$ cat src/shared/fpo_pkg.sv
// Package for the finger presence and orientation block.
// Assumes a register port on the sensor clock and a frame engine on the same clock.
package fpo_pkg;
    // Register offsets
    localparam logic [7:0] FPO_ADDR_CUTOFF_EN = 8'h60;
    localparam logic [7:0] FPO_ADDR_ENGINE = 8'h61;
    localparam logic [7:0] FPO_ADDR_PRES_CTRL = 8'h75;
    localparam logic [7:0] FPO_ADDR_LVL_THR = 8'h76;
    localparam logic [7:0] FPO_ADDR_ORIENT = 8'h77;
    localparam logic [7:0] FPO_ADDR_SQ_THR = 8'h78;
    localparam logic [7:0] FPO_ADDR_LVL_VAL = 8'h79;
    localparam logic [7:0] FPO_ADDR_STATUS = 8'h7a;
    // Reset values
    localparam logic [7:0] FPO_RST_REG = 8'h00;
    localparam logic [3:0] FPO_RST_LVL_HYST = 4'h0;
    localparam logic [2:0] FPO_RST_SQ_HYST = 3'h0;
    localparam logic [1:0] FPO_RST_CNT = 2'h0;
    // Field positions
    localparam int FPO_BIT_SWAP = 7;
    localparam int FPO_BIT_YNEG = 6;
    localparam int FPO_BIT_XNEG = 5;
    localparam int FPO_BIT_SQ_EN = 0;
    localparam int FPO_BIT_CUT_EN = 0;
    localparam int FPO_CUT_HI = 7;
    localparam int FPO_CUT_LO = 4;
    localparam int FPO_ON_HI = 3;
    localparam int FPO_ON_LO = 2;
    localparam int FPO_OFF_HI = 1;
    localparam int FPO_OFF_LO = 0;
    localparam int FPO_LHYST_HI = 7;
    localparam int FPO_LHYST_LO = 4;
    localparam int FPO_QHYST_HI = 3;
    localparam int FPO_QHYST_LO = 1;
    localparam int FPO_BIT_PRESENT = 0;
    // Scale factors as zero fill widths
    localparam logic [7:0] FPO_CUT_STEP_ZERO = 8'h00;
    localparam logic [2:0] FPO_LHYST_ZERO = 3'h0;
    localparam logic [1:0] FPO_QHYST_ZERO = 2'h0;

    typedef enum logic {FPO_ABSENT, FPO_PRESENT} fpo_pres_t;

    typedef struct packed {
        logic wr;
        logic rd;
        logic [7:0] addr;
        logic [7:0] wdata;
    } fpo_reg_req_t;

    typedef struct packed {
        logic valid;
        logic [7:0] level;
        logic [7:0] squal;
        logic [15:0] shutter;
        logic [7:0] dx;
        logic [7:0] dy;
    } fpo_frame_t;

    typedef struct packed {
        logic [7:0] cut_ctrl;
        logic [7:0] engine;
        logic [7:0] pres_ctrl;
        logic [7:0] lvl_thr;
        logic [7:0] orient;
        logic [7:0] sq_thr;
        logic [7:0] lvl_val;
        logic [3:0] lvl_hyst;
        logic [2:0] sq_hyst;
        fpo_pres_t pres;
        logic [1:0] cnt;
        logic [7:0] dx;
        logic [7:0] dy;
        logic mot_valid;
        logic [7:0] rdata;
    } fpo_state_t;
endpackage

$ cat src/rtl/fpo_presence.sv
// Finger presence detection, motion cutoff and axis orientation.
// Assumes frame results and register requests arrive on clk_sys_in.
`timescale 1ns/100ps
// Functional notes
// RL1: With cutoff enabled, motion is suppressed while shutter is below threshold times 256.
// RL2: Arrival and departure each need a programmable count of qualifying frames.
// RL3: Reflectivity level is compared with the 8-bit presence threshold.
// RL4: Axis exchange bit 7 swaps horizontal and vertical counts.
// RL5: Vertical negate bit 6 inverts the reported vertical count.
// RL6: Horizontal negate bit 5 inverts the reported horizontal count.
// RL7: Quality enable bit 0 at 0x61 adds quality threshold comparison.
// RL8: Reflectivity level is readable, larger means more reflective.
// RL9: Finger present flag reads in status bit 0.
// RL10: Level hysteresis is eight times status bits 7:4.
// RL11: Quality hysteresis is four times status bits 3:1.
// RL12: Flag reads 1 with a finger, 0 without.
// RL13: Status writes change only hysteresis fields, never the flag.
// RL14: Exchange happens first, then negation per output axis.
module fpo_presence (
    // Clock and reset
    input wire logic clk_sys_in,
    input wire logic arst_n_in,
    // Register port
    input wire fpo_pkg::fpo_reg_req_t reg_req_in,
    output logic [7:0] reg_rdata_out,
    // Frame engine
    input wire fpo_pkg::fpo_frame_t frame_in,
    // Reported motion and presence
    output logic [7:0] delta_x_out,
    output logic [7:0] delta_y_out,
    output logic motion_valid_out,
    output logic finger_present_out
);
    import fpo_pkg::*;

    fpo_state_t st;
    fpo_state_t next_st;
    logic [15:0] cut_level;
    logic cut_active;
    logic sq_en;
    logic [7:0] lvl_low;
    logic [7:0] sq_low;
    logic [7:0] lvl_span;
    logic [7:0] sq_span;
    logic on_cond;
    logic off_cond;
    logic [1:0] need;
    logic [7:0] sw_x;
    logic [7:0] sw_y;

    always_comb
    begin
        cut_level = {4'h0, st.pres_ctrl[FPO_CUT_HI:FPO_CUT_LO], FPO_CUT_STEP_ZERO}; // RL1
        cut_active = st.cut_ctrl[FPO_BIT_CUT_EN] && (frame_in.shutter < cut_level); // RL1
        sq_en = st.engine[FPO_BIT_SQ_EN]; // RL7
        lvl_span = {1'b0, st.lvl_hyst, FPO_LHYST_ZERO}; // RL10
        sq_span = {3'h0, st.sq_hyst, FPO_QHYST_ZERO}; // RL11
        lvl_low = (st.lvl_thr > lvl_span) ? st.lvl_thr - lvl_span : FPO_RST_REG;
        sq_low = (st.sq_thr > sq_span) ? st.sq_thr - sq_span : FPO_RST_REG;
        on_cond = (frame_in.level >= st.lvl_thr) && (!sq_en || frame_in.squal >= st.sq_thr); // RL3
        off_cond = (frame_in.level < lvl_low) || (sq_en && frame_in.squal < sq_low); // RL7
        need = (st.pres == FPO_ABSENT) ? st.pres_ctrl[FPO_ON_HI:FPO_ON_LO]
                                      : st.pres_ctrl[FPO_OFF_HI:FPO_OFF_LO];
        sw_x = st.orient[FPO_BIT_SWAP] ? frame_in.dy : frame_in.dx; // RL4
        sw_y = st.orient[FPO_BIT_SWAP] ? frame_in.dx : frame_in.dy; // RL4
    end

    always_comb
    begin
        next_st = st;
        next_st.mot_valid = 1'b0;
        if (frame_in.valid)
        begin
            next_st.lvl_val = frame_in.level; // RL8
            case (st.pres)
                FPO_ABSENT:
                begin
                    if (!on_cond)
                        next_st.cnt = FPO_RST_CNT;
                    else if (st.cnt >= need)
                    begin
                        next_st.pres = FPO_PRESENT; // RL2
                        next_st.cnt = FPO_RST_CNT;
                    end
                    else
                        next_st.cnt = st.cnt + 2'h1;
                end
                FPO_PRESENT:
                begin
                    if (!off_cond)
                        next_st.cnt = FPO_RST_CNT;
                    else if (st.cnt >= need)
                    begin
                        next_st.pres = FPO_ABSENT; // RL2
                        next_st.cnt = FPO_RST_CNT;
                    end
                    else
                        next_st.cnt = st.cnt + 2'h1;
                end
                default:
                begin
                    next_st.pres = FPO_ABSENT;
                    next_st.cnt = FPO_RST_CNT;
                end
            endcase
            if (cut_active)
            begin
                next_st.dx = FPO_RST_REG; // RL1
                next_st.dy = FPO_RST_REG; // RL1
            end
            else
            begin
                next_st.dx = st.orient[FPO_BIT_XNEG] ? 8'h00 - sw_x : sw_x; // RL6 RL14
                next_st.dy = st.orient[FPO_BIT_YNEG] ? 8'h00 - sw_y : sw_y; // RL5 RL14
                next_st.mot_valid = 1'b1;
            end
        end
        if (reg_req_in.wr)
        begin
            case (reg_req_in.addr)
                FPO_ADDR_CUTOFF_EN: next_st.cut_ctrl = reg_req_in.wdata;
                FPO_ADDR_ENGINE: next_st.engine = reg_req_in.wdata;
                FPO_ADDR_PRES_CTRL: next_st.pres_ctrl = reg_req_in.wdata;
                FPO_ADDR_LVL_THR: next_st.lvl_thr = reg_req_in.wdata;
                FPO_ADDR_ORIENT: next_st.orient = reg_req_in.wdata;
                FPO_ADDR_SQ_THR: next_st.sq_thr = reg_req_in.wdata;
                FPO_ADDR_STATUS:
                begin
                    next_st.lvl_hyst = reg_req_in.wdata[FPO_LHYST_HI:FPO_LHYST_LO]; // RL13
                    next_st.sq_hyst = reg_req_in.wdata[FPO_QHYST_HI:FPO_QHYST_LO]; // RL13
                end
                default: next_st.rdata = st.rdata;
            endcase
        end
        if (reg_req_in.rd)
        begin
            case (reg_req_in.addr)
                FPO_ADDR_CUTOFF_EN: next_st.rdata = st.cut_ctrl;
                FPO_ADDR_ENGINE: next_st.rdata = st.engine;
                FPO_ADDR_PRES_CTRL: next_st.rdata = st.pres_ctrl;
                FPO_ADDR_LVL_THR: next_st.rdata = st.lvl_thr;
                FPO_ADDR_ORIENT: next_st.rdata = {st.orient[FPO_BIT_SWAP:FPO_BIT_XNEG], 5'h00};
                FPO_ADDR_SQ_THR: next_st.rdata = st.sq_thr;
                FPO_ADDR_LVL_VAL: next_st.rdata = st.lvl_val; // RL8
                FPO_ADDR_STATUS:
                    next_st.rdata = {st.lvl_hyst, st.sq_hyst, st.pres == FPO_PRESENT}; // RL9 RL12
                default: next_st.rdata = FPO_RST_REG;
            endcase
        end
    end

    always_ff @(posedge clk_sys_in or negedge arst_n_in)
    begin
        if (!arst_n_in)
        begin
            st.cut_ctrl <= FPO_RST_REG;
            st.engine <= FPO_RST_REG;
            st.pres_ctrl <= FPO_RST_REG;
            st.lvl_thr <= FPO_RST_REG;
            st.orient <= FPO_RST_REG;
            st.sq_thr <= FPO_RST_REG;
            st.lvl_val <= FPO_RST_REG;
            st.lvl_hyst <= FPO_RST_LVL_HYST;
            st.sq_hyst <= FPO_RST_SQ_HYST;
            st.pres <= FPO_ABSENT;
            st.cnt <= FPO_RST_CNT;
            st.dx <= FPO_RST_REG;
            st.dy <= FPO_RST_REG;
            st.mot_valid <= 1'b0;
            st.rdata <= FPO_RST_REG;
        end
        else
            st <= next_st;
    end

    assign reg_rdata_out = st.rdata;
    assign delta_x_out = st.dx;
    assign delta_y_out = st.dy;
    assign motion_valid_out = st.mot_valid;
    assign finger_present_out = (st.pres == FPO_PRESENT);
endmodule

$ cat config.mk
export PLATFORM = sky130hd
export DESIGN_NAME = fpo_presence
export DESIGN_NICKNAME = d
export VERILOG_FILES = /design/src/shared/fpo_pkg.sv /design/src/rtl/fpo_presence.sv
export SDC_FILE = /design/constraint.sdc
export NUM_CORES = 1
export LEC_CHECK = 0
export BUFFER_PORTS_ARGS = -buffer_cell sky130_fd_sc_hd__buf_2
export CAP_MARGIN = 20
export CORE_ASPECT_RATIO = 0.6
export CORE_MARGIN = 10
export CORE_UTILIZATION = 35
export CTS_BUF_LIST = sky130_fd_sc_hd__clkbuf_8
export DETAILED_ROUTE_END_ITERATION = 10
export PLACE_DENSITY_LB_ADDON = 0.12
export SLEW_MARGIN = 20
export SYNTH_ARGS = -nofsm -noshare
export SYNTH_HDL_FRONTEND = slang
export SYNTH_SLANG_ARGS = --single-unit
$ cat constraint.sdc
create_clock -name clk_sys_in -period 4.1 [get_ports clk_sys_in]
set_input_delay 0.205 -clock clk_sys_in [delete_from_list [all_inputs] [get_ports clk_sys_in]]
set_output_delay 0.205 -clock clk_sys_in [all_outputs]
set_load 0.005 [all_outputs]
==> results.txt <==
run status = completed
post-synthesis sequential area ratio = 37.21%
hold buffer count at CTS = 1
busiest grt layer = met1
RSZ-0062 raised after global routing = no
IO Port Bufs = 86
hold crit path type = in -> reg
IO Pins = 95
fraction of layout cells with a size suffix above 1 = 31.21%
Synth Cell Area = 5784 sq um
WL final = 16.61 mm
CTS H-tree lvls = 3
area of the multi-input gates = 3176 sq um
Die Y = 119.6 um
GR Util met3 = 4.339%
Critical Path Sink Type = flop
detailed-route via count = 4,413
clk sinks = 86
worst endpoint required time = 4.39 ns
TritonRoute pass-1 iters = 4
post-CTS setup buffers = 0
Ant. Diodes = 0
via/cell ratio = 5.375
pwr/cell area = 314.4 nW/um^2
max-cap viol count = 0
Gate Count Post-Synth = 551
antenna violations before repair = 0
R2R depth = 13
gate family responsible for the most delay along the worst path = compound AO/OA/AOI/OAI gates
TritonCTS Buffers = 9
Starting Density = 35.67%
post-route DRC violation count = 0
CP startpoint kind = flop
Tcrit/Tclk final = 84.71%
Die Wd = 186.0 um
register area = 2152 sq um
Routed Antenna Nets = 0
syn nets = 666
Power Total = 0.002010 W
post_cts resized = 0
setup TNS = 0 ns
post-route minimum period = 3.473 ns
Max IR drop VDD = 0.1843 mV
Synth cell types = 66
WS Path Type = reg -> reg
largest net degree at the start of global routing = 46
Top FF cell, synth = dfrtp_1
WP buf/inv = 0
Arr. time, crit path = 3.76 ns
die area = 22,240 sq um
Final setup viols = 0
met1 usage = 23.33%
M2 GR Usage = 19.65%
Worst-path clk slew = 0.09 ns
Crit path depth = 13
CTS tree = yes
initial DRC count = 296
crit-path max FO = 5
clk_lat worst skew = 0.36 ns
relative slew slack = 28.79%
P_leak = 2.856 nW
fin. max-slew vios = 0
Post-Syn Area per Cell = 10.50 sq um
clock root buffer = clkbuf_8
final setup skew = 0.008185 ns
RePlAce Congestion = 0.8322
global-route wire length before repair = 25.87 mm
global route total overflow = 0
asr flop ratio synth = 100.0%
Fin. Hold Viols = 0
row cnt = 36
CP max stage cell = dfrtp_1
vias in the first global route = 4,522
number of fill cells = 1,648
Fmax achieved = 287.9 MHz
Avg WL per Cell = 20.23 um
core area = 16,220 sq um
Synth Warn # = 0
CTS max path bufs = 2
Tot GR Track Use = 14.90%
Worst path max stage delay = 0.46 ns
EDFF count, synth = 0
layout net count = 723
crit-path cells = ha_1 -> nor2b_1 -> o31a_2 -> or3_1 -> o21a_1 -> nand2_1 -> ha_1 -> a21o_1 -> a21oi_1 -> o2111ai_1 -> o221ai_2 -> o211ai_2 -> o2bb2ai_2
Layout area overhead = 10.53%
most used cell, CP = ha_1
detailed placement HPWL = 13.14 mm
cell count of the worst hold path = 2
Tightest Pin Transition = 1.068 ns
Yosys reg bits = 86
[routing by layer]
layer | up-vias | part of all wire (%)
met4 | 0 | 0.38
met3 | 7 | 6.2
met2 | 105 | 40
met5 | - | 0
li1 | 2092 | -
met1 | 2209 | 54
[synth_stat cells, types with 2 or more instances]
| cell | instances | area, sq um |
|---|---|---|
| a22oi_1 | 11 | 82.58 |
| mux2i_1 | 21 | 210.2 |
| buf_4 | 27 | 202.7 |
| o22ai_1 | 11 | 68.82 |
| o21a_1 | 3 | 22.52 |
| nor3_1 | 9 | 45.04 |
| xor2_1 | 7 | 61.31 |
| xnor2_1 | 9 | 78.83 |
| nand3_1 | 8 | 40.04 |
| dfrtp_1 | 86 | 2152 |
| o21ai_0 | 22 | 110.1 |
| nand2_1 | 34 | 127.6 |
| clkbuf_2 | 2 | 10.01 |
| o2111ai_1 | 3 | 26.28 |
| a211oi_1 | 2 | 15.01 |
| a21oi_1 | 21 | 105.1 |
| nand4_1 | 5 | 31.28 |
| nand2b_1 | 8 | 50.05 |
| mux2_2 | 65 | 732.0 |
| clkbuf_1 | 9 | 33.78 |
| ha_1 | 44 | 550.5 |
| fa_1 | 2 | 40.04 |
| inv_1 | 40 | 150.1 |
| buf_6 | 2 | 22.52 |
| a21o_1 | 5 | 37.54 |
| clkbuf_8 | 2 | 27.53 |
| o31ai_1 | 2 | 15.01 |
| and3_1 | 5 | 31.28 |
| buf_2 | 2 | 10.01 |
| nand2_2 | 4 | 25.02 |
| nor2_2 | 2 | 12.51 |
| nor2_1 | 15 | 56.30 |
| a221oi_1 | 4 | 35.03 |
| nor4_1 | 3 | 18.77 |
| or4_1 | 2 | 15.01 |
| or2_2 | 3 | 18.77 |
| nor2b_1 | 6 | 37.54 |
| o211ai_1 | 2 | 15.01 |
| o2bb2ai_1 | 16 | 140.1 |
[flip-flops by register name, summed over array words and instances, names as in the netlist]
register / flops
sq_span: 3
delta_x_out: 8
finger_present_out: 1
reg_rdata_out: 8
delta_y_out: 8
lvl_span: 4
motion_valid_out: 1
st: 48
cut_level: 4
sq_en: 1
[power breakdown]
| part | leakage [nW] | internal [W] | total [W] | switching, W |
|---|---|---|---|---|
| clock | 0.0993 | 0.000291 | 0.000603 | 0.000311 |
| sequential | 1.14 | 0.000899 | 0.000964 | 0.0000652 |
| combinational | 1.62 | 0.000203 | 0.000444 | 0.000240 |
[final timing paths]
kind	from	endpoint	slack, ns
worst min-delay path	frame_in[45]	st[40]$_DFFE_PN0P_	0.12
max in group asynchronous	arst_n_in	delta_x_out[7]$_DFFE_PN0P_	2.69
min in group asynchronous	arst_n_in	reg_rdata_out[6]$_DFFE_PN0P_	0.39
worst max register to register	st[63]$_DFFE_PN0P_	st[26]$_DFFE_PN0P_	0.63
worst min register to register	delta_y_out[0]$_DFFE_PN0P_	delta_y_out[0]$_DFFE_PN0P_	0.49
worst max-delay path	st[63]$_DFFE_PN0P_	st[26]$_DFFE_PN0P_	0.63
[metrics by stage]
step                hold slack (ns)  setup WS (ns)  util (%)  std cells  instance area (sq um)
floorplan                  -0.09059          1.155         -        551                   5784
global placement             0.2583         0.7447     38.20        805                   6195
detailed placement           0.2640         0.6557     38.20        805                   6195
CTS                          0.1053         0.6337     39.43        821                   6394
global route                 0.1112         0.4576     39.43        821                   6394
finish                       0.1152         0.6268     39.43        821                   6394
[logic make-up (layout without fill, tap and decap cells)]
family | count (synthesis) | after routing | share of synthesized area (%)
AO/OA/AOI/OAI | 116 | 116 | 14.38
XOR/XNOR | 16 | 16 | 2.423
adder cells (fa/ha/maj) | 46 | 46 | 10.21
buffers and inverters | 84 | 145 | 7.895
flip-flops | 86 | 86 | 37.21
multiplexers | 86 | 86 | 16.29
AND/OR/NAND/NOR | 117 | 117 | 11.59
[layout by cell type, fill, tap and decap left out, drive strengths merged, types with 4 or more instances in the layout]
cell type / instances
mux2: 65
nor2: 17
o22ai: 11
clkbuf: 10
mux2i: 21
o2bb2ai: 17
ha: 44
xnor2: 9
xor2: 7
a21o: 5
nor3: 10
nand4: 5
nand2b: 8
and3: 5
a21oi: 21
a22oi: 11
buf: 89
inv: 41
nand3: 8
o21ai: 23
a221oi: 4
nand2: 38
nor2b: 6
dfrtp: 86
[final cells by class]
class	instances	share of cell area, %
Sequential cell	86	33.66
Timing Repair Buffer	90	7.280
Inverter	40	2.348
Clock inverter	5	0.8023
Tap cell	209	4.090
Multi-Input combinational cell	381	49.67
Clock buffer	10	2.153
[worst register-to-register path, stage by stage (launching register included)]
cell,delay [ns]
dfrtp_1,0.46
ha_1,0.34
nor2b_1,0.15
o31a_2,0.31
or3_1,0.38
o21a_1,0.17
nand2_1,0.08
ha_1,0.25
a21o_1,0.19
a21oi_1,0.21
o2111ai_1,0.22
o221ai_2,0.30
o211ai_2,0.17
o2bb2ai_2,0.16
No activity file was read; power rests on OpenSTA's default activity.
